### config.mk
export PLATFORM = sky130hd
export DESIGN_NAME = dbb_top
export DESIGN_NICKNAME = d
export VERILOG_FILES = /design/src/core/dbb_pkg.sv /design/src/core/dbb_tmr_if.sv /design/src/core/dbb_dbtimer.sv /design/src/core/dbb_blanker.sv /design/src/core/dbb_top.sv
export SDC_FILE = /design/constraint.sdc
export NUM_CORES = 1
export LEC_CHECK = 0
export ABC_AREA = 1
export ABC_CLOCK_PERIOD_IN_PS = 4600
export BUFFER_PORTS_ARGS = -buffer_cell sky130_fd_sc_hd__buf_2
export CAP_MARGIN = 5
export CORE_ASPECT_RATIO = 1.4
export CORE_MARGIN = 2
export CORE_UTILIZATION = 30
export CTS_CLUSTER_SIZE = 8
export DETAILED_ROUTE_END_ITERATION = 10
export SYNTH_ARGS = -nofsm -noshare
export SYNTH_HDL_FRONTEND = slang
export SYNTH_SLANG_ARGS = --single-unit
### constraint.sdc
create_clock -name pclk -period 4.6 [get_ports pclk]
set_input_delay 0.92 -clock pclk [delete_from_list [all_inputs] [get_ports pclk]]
set_output_delay 0.92 -clock pclk [all_outputs]
set_load 0.005 [all_outputs]
### src/core/dbb_pkg.sv
// dbb_pkg: register map, reset values, timing constants and state codes
// for the dead-band and blanking generator.
// assumes a 40 MHz pclk and an APB master with 32-bit data.
package dbb_pkg;
    // apb geometry
    localparam int ADDR_W = 8;  // byte address width
    localparam int DATA_W = 32; // apb data width
    localparam int CNT_W  = 6;  // width of every count setting
    localparam int ACC_W  = 12; // elapsed-time accumulator width, ns

    // register byte offsets
    localparam logic [ADDR_W-1:0] OFS_CTRL = 8'h00; // output_gen_control0
    localparam logic [ADDR_W-1:0] OFS_RDB  = 8'h04; // rising_deadband_count
    localparam logic [ADDR_W-1:0] OFS_FDB  = 8'h08; // falling_deadband_count
    localparam logic [ADDR_W-1:0] OFS_RBLK = 8'h0C; // rising blank count
    localparam logic [ADDR_W-1:0] OFS_FBLK = 8'h10; // falling blank count
    localparam logic [ADDR_W-1:0] OFS_STAT = 8'h14; // status, read only

    // control field positions
    localparam int CTRL_EN_BIT  = 0; // generator enable
    localparam int CTRL_RDS_BIT = 1; // rising_delay_source_sel
    localparam int CTRL_FDS_BIT = 2; // falling_delay_source_sel
    localparam int CTRL_W       = 3; // implemented control bits

    // values after reset
    localparam logic [CTRL_W-1:0] CTRL_RST = 3'h0;
    localparam logic [CNT_W-1:0]  CNT_RST  = 6'h00;

    // timing: one delay element and the clock period, both in ns
    localparam int CLK_MHZ = 40;             // pclk rate
    localparam int ELEM_NS = 5;              // nominal delay element
    localparam int CLK_NS  = 1000 / CLK_MHZ; // pclk period, 25 ns

    // output sequencing states
    typedef enum logic [2:0] {
        DBB_IDLE     = 3'b000, // both drives off
        DBB_PRI_WAIT = 3'b001, // rising dead-band running
        DBB_PRI_ON   = 3'b010, // primary drive on
        DBB_CMP_WAIT = 3'b011, // falling dead-band running
        DBB_CMP_ON   = 3'b100  // complementary drive on
    } dbb_state_t;
endpackage : dbb_pkg

### src/core/dbb_tmr_if.sv
// dbb_tmr_if: start/count/busy bundle between the sequencer and a timer.
// assumes both ends share pclk; start is a one-cycle pulse.
`timescale 1ns/1ps
interface dbb_tmr_if #(parameter int CNT_W = 6);
    logic             start; // restart the interval
    logic [CNT_W-1:0] count; // programmed length
    logic             busy;  // interval running
    logic             done;  // last cycle of the interval
    modport ctl   (output start, output count, input busy, input done);
    modport timer (input start, input count, output busy, output done);
endinterface : dbb_tmr_if

### src/core/dbb_dbtimer.sv
// dbb_dbtimer: dead-band interval, clock-counted or delay-chain timed.
// assumes start is synchronous to pclk; chain time rounds up to pclk.
`timescale 1ns/1ps
module dbb_dbtimer
    import dbb_pkg::*;
(
    // clock and reset
    input  wire logic pclk,
    input  wire logic presetn,
    // mode: 1 selects the delay-chain time base
    input  wire logic chain_sel,
    // sequencer side
    dbb_tmr_if.timer  tmr
);
    typedef struct packed {
        logic             busy;  // interval active
        logic             chain; // mode latched at start
        logic [CNT_W-1:0] cnt;   // count latched at start
        logic [ACC_W-1:0] acc;   // elapsed ns since start
        logic [CNT_W-1:0] cyc;   // elapsed pclk periods
    } dbb_dbt_st_t;

    dbb_dbt_st_t      s_reg;  // registered state
    dbb_dbt_st_t      s_next; // next state
    logic [ACC_W-1:0] target; // interval length in ns

    // chain: elements * 5 ns; counter: periods * 25 ns
    assign target = s_reg.chain ? ACC_W'(s_reg.cnt * ELEM_NS)
                                : ACC_W'(s_reg.cnt * CLK_NS);
    assign tmr.busy = s_reg.busy;
    assign tmr.done = s_reg.busy && (s_reg.acc >= target);

    // next-state logic; a new start always restarts at one period elapsed
    always_comb begin
        s_next = s_reg;
        if (tmr.start) begin
            s_next.busy  = (tmr.count != '0); // zero count: no delay
            s_next.chain = chain_sel;
            s_next.cnt   = tmr.count;
            s_next.acc   = ACC_W'(CLK_NS);
            s_next.cyc   = CNT_W'(1);
        end else if (tmr.done) begin
            s_next.busy = 1'b0;
        end else if (s_reg.busy) begin
            s_next.acc = s_reg.acc + ACC_W'(CLK_NS); // one period more
            s_next.cyc = s_reg.cyc + CNT_W'(1);
        end
    end

    // state register
    always_ff @(posedge pclk or negedge presetn) begin
        if (!presetn) begin
            s_reg <= '0;
        end else begin
            s_reg <= s_next;
        end
    end
endmodule : dbb_dbtimer

### src/core/dbb_blanker.sv
// dbb_blanker: blanking interval counted in pclk periods.
// assumes start is synchronous to pclk.
`timescale 1ns/1ps
module dbb_blanker
    import dbb_pkg::*;
(
    // clock and reset
    input  wire logic pclk,
    input  wire logic presetn,
    // sequencer side
    dbb_tmr_if.timer  tmr
);
    typedef struct packed {
        logic             busy; // masking active
        logic [CNT_W-1:0] cnt;  // count latched at start
        logic [CNT_W-1:0] cyc;  // periods elapsed
    } dbb_blk_st_t;

    dbb_blk_st_t s_reg;  // registered state
    dbb_blk_st_t s_next; // next state

    assign tmr.busy = s_reg.busy;
    assign tmr.done = s_reg.busy && (s_reg.cyc == s_reg.cnt);

    // count from one up to the setting restart on start
    always_comb begin
        s_next = s_reg;
        if (tmr.start) begin
            s_next.busy = (tmr.count != '0); // zero: no mask
            s_next.cnt  = tmr.count;
            s_next.cyc  = CNT_W'(1);
        end else if (tmr.done) begin
            s_next.busy = 1'b0;
        end else if (s_reg.busy) begin
            s_next.cyc = s_reg.cyc + CNT_W'(1); // hold mask
        end
    end

    // state register
    always_ff @(posedge pclk or negedge presetn) begin
        if (!presetn) begin
            s_reg <= '0;
        end else begin
            s_reg <= s_next;
        end
    end
endmodule : dbb_blanker

### src/core/dbb_top.sv
// dbb_top: dead-band and input-blanking stage of a complementary output
// generator, with an APB register slave.
// assumes raw event sources arrive asynchronously on pins.
//
// Added by the designer: register access over APB and the register offsets.
`timescale 1ns/1ps
module dbb_top
    import dbb_pkg::*;
(
    // clock and reset
    input  wire logic                      pclk,
    input  wire logic                      presetn,
    // apb slave
    input  wire logic                      psel,
    input  wire logic                      penable,
    input  wire logic                      pwrite,
    input  wire logic [dbb_pkg::ADDR_W-1:0] paddr,
    input  wire logic [dbb_pkg::DATA_W-1:0] pwdata,
    output logic      [dbb_pkg::DATA_W-1:0] prdata,
    output logic                           pready,
    output logic                           pslverr,
    // raw event sources, asynchronous
    input  wire logic                      rise_src,
    input  wire logic                      fall_src,
    // drives to the power stage
    output logic                           pri_drive,
    output logic                           cmp_drive,
    // accepted event strobes
    output logic                           rising_event,
    output logic                           falling_event
);
    typedef struct packed {
        logic [1:0]        rs;     // rise_src synchroniser
        logic [1:0]        fs;     // fall_src synchroniser
        logic              r_d;    // delayed synced rise level
        logic              f_d;    // delayed synced fall level
        logic [CTRL_W-1:0] ctrl;   // output_gen_control0
        logic [CNT_W-1:0]  rdb;    // rising_deadband_count
        logic [CNT_W-1:0]  fdb;    // falling_deadband_count
        logic [CNT_W-1:0]  rblk;   // rising blank count
        logic [CNT_W-1:0]  fblk;   // falling blank count
        dbb_state_t        st;     // output sequencer
        logic              pri;    // primary drive
        logic              cmp;    // complementary drive
        logic              r_evt;  // rising event strobe
        logic              f_evt;  // falling event strobe
        logic [DATA_W-1:0] rdata;  // read data held for access phase
    } dbb_top_st_t;

    dbb_top_st_t s_reg;   // registered state
    dbb_top_st_t s_next;  // next state

    // timer bundles
    dbb_tmr_if #(.CNT_W(CNT_W)) rdb_if ();  // rising dead-band
    dbb_tmr_if #(.CNT_W(CNT_W)) fdb_if ();  // falling dead-band
    dbb_tmr_if #(.CNT_W(CNT_W)) rblk_if (); // rising-started blanking
    dbb_tmr_if #(.CNT_W(CNT_W)) fblk_if (); // falling-started blanking

    logic en;          // generator enabled
    logic rise_edge;   // synced rising source edge
    logic fall_edge;   // synced falling source edge
    logic rise_acc;    // rising event past blanking
    logic fall_acc;    // falling event past blanking
    logic rise_go;     // rising event that changes the drives
    logic fall_go;     // falling event that changes the drives
    logic addr_ok;     // paddr hits a register
    logic wr_en;       // apb write completes this edge
    logic [DATA_W-1:0] status; // live status word

    // rising dead-band: chain or counter per select bit
    dbb_dbtimer u_rdb (
        .pclk      (pclk),
        .presetn   (presetn),
        .chain_sel (s_reg.ctrl[CTRL_RDS_BIT]),
        .tmr       (rdb_if.timer)
    );

    // falling dead-band: chain or counter per select bit
    dbb_dbtimer u_fdb (
        .pclk      (pclk),
        .presetn   (presetn),
        .chain_sel (s_reg.ctrl[CTRL_FDS_BIT]),
        .tmr       (fdb_if.timer)
    );

    // blanking started by a rising event, masks falling events
    dbb_blanker u_rblk (
        .pclk    (pclk),
        .presetn (presetn),
        .tmr     (rblk_if.timer)
    );

    // blanking started by a falling event, masks rising events
    dbb_blanker u_fblk (
        .pclk    (pclk),
        .presetn (presetn),
        .tmr     (fblk_if.timer)
    );

    // event detection; edges look only at the second sync stage, so the
    // pin-to-event latency is 2..3 periods, jitter at most one
    assign en        = s_reg.ctrl[CTRL_EN_BIT];
    assign rise_edge = s_reg.rs[1] & ~s_reg.r_d;
    assign fall_edge = s_reg.fs[1] & ~s_reg.f_d;
    // cross-coupled masks
    assign rise_acc  = en & rise_edge & ~fblk_if.busy;
    assign fall_acc  = en & fall_edge & ~rblk_if.busy;
    // a falling event wins when both arrive together: it is the safe way
    assign fall_go   = fall_acc & (s_reg.st != DBB_CMP_ON);
    assign rise_go   = rise_acc & ~fall_acc & (s_reg.st != DBB_PRI_ON);

    // timer requests; dead-band restarts on rise_go or fall_go, blanking on each strobed event
    assign rdb_if.start  = rise_go;
    assign rdb_if.count  = s_reg.rdb;
    assign fdb_if.start  = fall_go;
    assign fdb_if.count  = s_reg.fdb;
    assign rblk_if.start = rise_acc & ~fall_acc;
    assign rblk_if.count = s_reg.rblk;
    assign fblk_if.start = fall_acc;
    assign fblk_if.count = s_reg.fblk;

    // apb decode; zero wait states, errors only on unmapped offsets
    assign addr_ok = (paddr == OFS_CTRL) || (paddr == OFS_RDB)  ||
                     (paddr == OFS_FDB)  || (paddr == OFS_RBLK) ||
                     (paddr == OFS_FBLK) || (paddr == OFS_STAT);
    assign wr_en   = psel & penable & pwrite & addr_ok;
    assign pready  = 1'b1;
    assign pslverr = psel & penable & ~addr_ok;
    assign prdata  = s_reg.rdata;

    // status word: drives and timer activity
    assign status = {26'h0000000, fblk_if.busy, rblk_if.busy,
                     fdb_if.busy, rdb_if.busy, s_reg.cmp, s_reg.pri};

    // outputs straight from flops
    assign pri_drive     = s_reg.pri;
    assign cmp_drive     = s_reg.cmp;
    assign rising_event  = s_reg.r_evt;
    assign falling_event = s_reg.f_evt;

    // next-state logic
    always_comb begin
        s_next       = s_reg;
        // synchronisers and edge history
        s_next.rs    = {s_reg.rs[0], rise_src};
        s_next.fs    = {s_reg.fs[0], fall_src};
        s_next.r_d   = s_reg.rs[1];
        s_next.f_d   = s_reg.fs[1];
        s_next.r_evt = rise_acc & ~fall_acc;
        s_next.f_evt = fall_acc;

        // register writes take effect on the access edge
        if (wr_en) begin
            unique case (paddr)
                OFS_CTRL: s_next.ctrl = pwdata[CTRL_W-1:0];
                OFS_RDB:  s_next.rdb  = pwdata[CNT_W-1:0];
                OFS_FDB:  s_next.fdb  = pwdata[CNT_W-1:0];
                OFS_RBLK: s_next.rblk = pwdata[CNT_W-1:0];
                OFS_FBLK: s_next.fblk = pwdata[CNT_W-1:0];
                default:  s_next.ctrl = s_reg.ctrl; // status is read-only
            endcase
        end

        // read data captured in the setup phase, shown in the access phase
        if (psel && !penable) begin
            unique case (paddr)
                OFS_CTRL: s_next.rdata = DATA_W'(s_reg.ctrl);
                OFS_RDB:  s_next.rdata = DATA_W'(s_reg.rdb);
                OFS_FDB:  s_next.rdata = DATA_W'(s_reg.fdb);
                OFS_RBLK: s_next.rdata = DATA_W'(s_reg.rblk);
                OFS_FBLK: s_next.rdata = DATA_W'(s_reg.fblk);
                OFS_STAT: s_next.rdata = status;
                default:  s_next.rdata = '0; // unmapped reads as zero
            endcase
        end

        // output sequencer
        if (!en) begin
            s_next.st = DBB_IDLE; // disabled: both drives off
        end else if (fall_go) begin
            // primary off at once; also cuts a running rising dead-band
            // so the falling interval extends it
            s_next.st = (s_reg.fdb == '0) ? DBB_CMP_ON
                                          : DBB_CMP_WAIT;
        end else if (rise_go) begin
            // complementary off at once, primary after dead-band
            s_next.st = (s_reg.rdb == '0) ? DBB_PRI_ON
                                          : DBB_PRI_WAIT;
        end else begin
            unique case (s_reg.st)
                DBB_PRI_WAIT: begin
                    if (rdb_if.done) begin
                        s_next.st = DBB_PRI_ON;
                    end
                end
                DBB_CMP_WAIT: begin
                    if (fdb_if.done) begin
                        s_next.st = DBB_CMP_ON;
                    end
                end
                DBB_IDLE, DBB_PRI_ON, DBB_CMP_ON: begin
                    s_next.st = s_reg.st;
                end
                default: begin
                    s_next.st = DBB_IDLE; // illegal code recovers off
                end
            endcase
        end

        // drives follow the next state, so they never overlap
        s_next.pri = (s_next.st == DBB_PRI_ON);
        s_next.cmp = (s_next.st == DBB_CMP_ON);
    end

    // state register
    always_ff @(posedge pclk or negedge presetn) begin
        if (!presetn) begin
            s_reg      <= '0;
            s_reg.ctrl <= CTRL_RST;
            s_reg.rdb  <= CNT_RST;
            s_reg.fdb  <= CNT_RST;
            s_reg.rblk <= CNT_RST;
            s_reg.fblk <= CNT_RST;
            s_reg.st   <= DBB_IDLE;
        end else begin
            s_reg <= s_next;
        end
    end
endmodule : dbb_top

## Word level (Yosys, flattened, before mapping)

Index checks and enable logic that the tools add are counted.
Widths: inputs -> output; s select.

- $add $sub $neg: 6
- Equality and inequality tests: 19
- Multiply operators: 4
- Mux-type cells: 31
- Bitwise gates (word level): 19
- Reductions and logical operators: 37
- Shifts and indexed selects: 0
- Divide/modulo/power cells: 0
- Order comparisons: 2

Operators with widths:

| operator | count |
|---|---|
| $mux 18 | 6 |
| $mux 6 | 6 |
| $pmux 6 s6 | 1 |
| $add 12x5->12 const B | 2 |
| $add 6x1->6 const B | 4 |
| $ge 12x12->1 | 2 |
| $reduce_bool 6->1 | 4 |
| $mul 6x5->11 const B | 2 |
| $mux 11 | 2 |
| $mul 6x3->9 const B | 2 |
| $mux 3 | 6 |
| $reduce_and 2->1 | 9 |
| $eq 8x4->1 const B | 2 |
| $eq 8x5->1 const B | 2 |
| $reduce_bool 2->1 | 8 |
| $and 1x1->1 | 13 |
| $eq 6x6->1 | 2 |
| $logic_not 6->1 | 2 |
| $eq 3x2->1 const B | 3 |
| $pmux 3 s3 | 1 |
| $eq 8x3->1 const B | 1 |
| $logic_not 8->1 | 1 |
| $mux 1 | 8 |
| $eq 3x3->1 const B | 2 |
| other kinds (12) | 27 |

- Memories kept: 0
- Output and inout bits: 38
- ROM bits: 0
- Bits in latches: 0
- Bits in registers: 150
- RAM bits: 0

## Longest topological paths before layout

- Depth in word-level cells: 11
- Depth in mapped cells: 26

## Cells and area by module

A second synthesis with hierarchy kept.

- Cell total of the unflattened synthesis: 1119
- Area total of the unflattened synthesis: 8246.7 um^2

By module, submodules not included:

| module | cells each | sequential area each (um^2) | instances | area each (um^2) |
|---|---|---|---|---|
| dbb_top | 326 | 1151.1 | 1 | 2532.4 |
| dbb_dbtimer (u_fdb) | 293 | 500.5 | 1 | 2118.3 |
| dbb_dbtimer (u_rdb) | 298 | 500.5 | 1 | 2109.5 |
| dbb_blanker | 101 | 325.3 | 2 | 743.2 |

## Worst setup path before layout

OpenSTA, ideal clock, no wires.

- Kind: register -> register
- Start point: register u_rdb.s_reg[19] (netlist bit)
- End point: register u_rdb.s_reg[7] (netlist bit)
- Data required time: 4.479 ns
- Arrival: 3.876 ns
- Setup slack: 0.603 ns
- Cell stages (with the launch flop): 26
- Library setup time: 0.121 ns
- Buffers on the path: 0
- Path through: dfrtp_1 ha_1 ha_1 ha_1 inv_1 fa_1 inv_1 a21oi_1 o21ai_0 nand2_1 nand2_1 a21oi_1 xor2_1 or2_2 ha_1 inv_1 nor2_1 nand2_1 nand2_1 a21oi_1 nand2_1 nor2_4 inv_1 nand2_1 inv_1 a22o_1

- Cells in the longest elaborated chain, start to end: 6

RTL lines:

| item | RTL line | RTL |
|---|---|---|
| start, declared | dbb_dbtimer.sv:23 | `dbb_dbt_st_t s_reg;` |
| start signal, assigned | dbb_dbtimer.sv:55 | `s_reg <= s_next;` |
| $mul 6x5->11 / $mul 6x3->9 (equally long branches) | dbb_dbtimer.sv:29, dbb_dbtimer.sv:28 |  |
| $mux 11 * | dbb_dbtimer.sv:28 | `assign target = s_reg.chain ? ACC_W'(s_reg.cnt * ELEM_NS)` |
| $ge 12x12->1 * | dbb_dbtimer.sv:31 | `assign tmr.done = s_reg.busy && (s_reg.acc >= target);` |
| $logic_and 1x1->1 * | dbb_dbtimer.sv:31 |  |
| $ne 2x2->1 (no source line) * | - |  |
| $reduce_and 2->1 (no source line) * | - |  |

Every way passes the cells marked *; elsewhere a longest branch is shown, timed or not.
A chain may end at the register's enable or synchronous reset.

## Worst setup path in the final report

- Start point: register u_rdb.s_reg[20] (netlist bit)
- End point: register u_rdb.s_reg[16] (netlist bit)

Same word-level chain as after synthesis.

==> flow_metrics.py <==
metrics = {
    "timing": {
        "drv_slew": 0,
        "setup_tns_ns": 0,
        "slew-limit-headroom_pct": 53.61,
        "max_freq_mhz": 235.4,
        "setup_viol": 0,
        "finalCritPeriodShare_pct": 92.34,
        "min_period_ns": 4.248,
        "grt_setup_unrepaired": "no",
        "max_slew.worst_pin.slew_ns": 0.6939,
        "skew_ns": 0.01401,
        "hold_viol_final": 0,
    },
    "worst_setup_path": {
        "worstPathArrival_ns": 4.48,
        "cp_top_family": "adder cells",
        "worst_setup_path_start_kind": "flop",
        "path_common_cell": "nand2_1",
        "critical_path_buf_inv_count": 5,
        "critPathKind": "flop to flop",
        "endpoint_kind": "flop",
        "critPathSlowestCell": "dfrtp_1",
        "critical_path_required_ns": 4.83,
        "cp.depth": 26,
        "r2r_cells": 26,
        "critical-path-max-stage-delay_ns": 0.42,
        "path_max_fanout": 7,
    },
    "synth": {
        "synth_seq_cells": 112,
        "ys_seq_area_share_pct": 36.62,
        "synth_top_area_cell": "dfrtp_1",
        "yosysTopAreaCellShare_pct": 36.62,
        "synthDistinctLibCells": 47,
        "syn-cell-area_um2": 7654,
        "ys_top_cells_by_area": "dfrtp_1 (37%), ha_1 (14%), nand2_1 (9.3%), inv_1 (7.0%), o21ai_0 (4.9%)",
        "syn_area_per_cell_um2": 8.082,
        "async_flop_share_pct": 100.0,
        "yosys_warnings": 0,
        "syn_inst": 947,
        "synthFlopType": "dfrtp_1",
        "synth_edf_count": 0,
    },
    "global_route": {
        "grt_usage_pct": 12.71,
        "grt_max_degree": 42,
        "grt_pass1_wl_um": 28070,
        "grt_remaining_overflow": 0,
        "antenna_found_initial": 0,
        "grt_pass1_vias": 5815,
    },
    "floorplanning": {
        "rows": 69,
        "start_util_pct": 30.36,
        "fp.dieH_um": 193.0,
        "io_pins": 85,
        "die_area_um2": 26820,
        "fp.coreArea_um2": 25210,
        "die_width_um": 139.0,
    },
    "route": {
        "vias": 6052,
        "routed_via_density": 4.627,
        "drt_wl_total_um": 16660,
        "dr.pass1.iters": 5,
        "drc": 0,
        "postRouteAntennaNets": 0,
        "wire_per_inst_um": 12.74,
        "drt_iter0_drc": 242,
    },
    "power": {
        "ir_drop_mv": 0.1620,
        "power_frac_seq_pct": 44.4,
        "swShare_pct": 37.18,
        "p_comb_share_pct": 29.5,
        "powerDensity_nw_per_um2": 349.0,
        "p_int_mw": 1.852,
        "p_sw_mw": 1.096,
        "leakage_nw": 4.455,
        "clkPwrFrac_pct": 26.1,
    },
    "clock_network": {
        "htree_levels": 3,
        "cts_tree": "built",
        "cts-root-buf": "clkbuf_16",
        "clkSinkCount": 112,
        "holdBufCountCts": 0,
        "cts_buffers": 9,
        "cts.reportedPaths.clkPinSlew_ns": 0.08,
        "clkLatencyLatePin_ns": 0.35,
        "cts.path.max_buffers": 2,
    },
    "layout": {
        "final_core_util_pct": 33.50,
        "drive_above_1_share_pct": 11.32,
        "diodes": 0,
        "nets": 1123,
        "syn2layout_area_growth_pct": 10.35,
        "fillCellCount": 2673,
    },
    "hold_path": {
        "hold_class": "flop to flop",
        "worstHoldPathCells": 0,
    },
    "placed_design": {
        "post-dp-hpwl_um": 12780,
        "io_buffers": 31,
        "gp_congestion": 0.8501,
    },
    "job": {
        "cap_viol_max_count": 0,
    },
    "outcome": {
        "status": "completed",
    },
}
[metal layers]
metal  wire length [µm]  track usage [%]  vias up
li1                   -                -     3130
met1               7234            14.68     2791
met2               8628            24.31      106
met3                402            1.210       25
met4                393            4.817        0
met5                  0                0        -
[final cells by class]
cell class	count	area, µm²	share of cell area (%)
clock buffers	10	229.0	2.711
inverters	147	555.5	6.578
clock inverters	6	51.30	0.6074
multi-input cells	665	4113	48.70
well taps	319	399.1	4.726
flip-flops and latches	112	2805	33.21
repair buffers	49	292.8	3.467
[logic make-up (layout without fill, tap and decap cells)]
kind of cell    after synthesis  in the layout  share of synthesized area (%)
compound gates              176            176                          12.70
fa+ha+maj                    92             92                          15.43
buf+inv                     195            212                          11.46
other cells                   2             27                        0.09812
flops                       112            112                          36.62
xor+xnor                     18             18                          2.060
mux                           4              4                         0.5232
simple gates                348            348                          21.11
[power by group through the flow]
| stage | registers [mW] | logic, mW | clock network (mW) |
|---|---|---|---|
| 2_1_floorplan | 1.25 | 0.661 | 0 |
| 3_5_place_dp | 1.33 | 0.812 | 0 |
| 6_report | 1.31 | 0.871 | 0.768 |
| 5_1_grt | 1.33 | 1.03 | 0.830 |
| 3_3_place_gp | 1.32 | 0.794 | 0 |
| 4_1_cts | 1.31 | 0.814 | 0.787 |
[synth_stat cells (4+ instances only)]
library cell,n
inv_1,143
buf_2,4
fa_1,4
o21ai_2,4
o211ai_1,5
nand4_1,8
a21oi_1,38
nor2_1,44
a31oi_1,8
dfrtp_1,112
o31ai_1,4
nand2_1,189
clkbuf_1,8
or2_2,6
xor2_1,15
o22ai_1,13
nand2_2,8
o21ai_1,20
o21ai_0,75
nor3_1,23
ha_1,88
buf_4,33
mux2i_1,4
nand3_1,49
[metrics by stage]
step | area (µm²) | total power, mW | instances | worst slack (ns) | hold slack, ns
floorplan | 7747 | 1.913 | 972 | 0.6031 | 0.3312
global placement | 8046 | 2.119 | 1283 | 0.1468 | 0.3346
detailed placement | 8046 | 2.138 | 1283 | 0.08347 | 0.3381
CTS | 8327 | 2.910 | 1299 | 0.05397 | 0.3517
global route | 8446 | 3.193 | 1308 | 0.001787 | 0.3579
finish | 8446 | 2.947 | 1308 | 0.3522 | 0.3483
[placed cells by master, fill, tap and decap left out, types with 13 or more instances in the layout]
cell type / n
nor2_1: 42
conb_1: 27
xor2_1: 15
dfrtp_1: 110
buf_4: 19
a21oi_1: 36
inv_1: 142
ha_1: 86
nand3_1: 48
nor3_1: 23
o22ai_1: 13
buf_2: 30
nand2_1: 188
o21ai_1: 22
o21ai_0: 73
[what timing repair did]
item,4_1_cts,5_1_grt
setup buffers,0,9
gates resized for setup,0,14
setup endpoints to repair,0,19
[worst paths after layout]
| path | from | endpoint | slack, ns |
|---|---|---|---|
| min in group asynchronous | presetn | u_rdb.s_reg[14] | 0.55 |
| max reg2reg | u_rdb.s_reg[20] | u_rdb.s_reg[16] | 0.35 |
| min | s_next[71] | s_next[67] | 0.35 |
| max | u_rdb.s_reg[20] | u_rdb.s_reg[16] | 0.35 |
| min reg2reg | s_next[71] | s_next[67] | 0.35 |
| max in group asynchronous | presetn | u_rdb.s_reg[20] | 3.17 |
No activity file was read; power rests on OpenSTA's default activity.
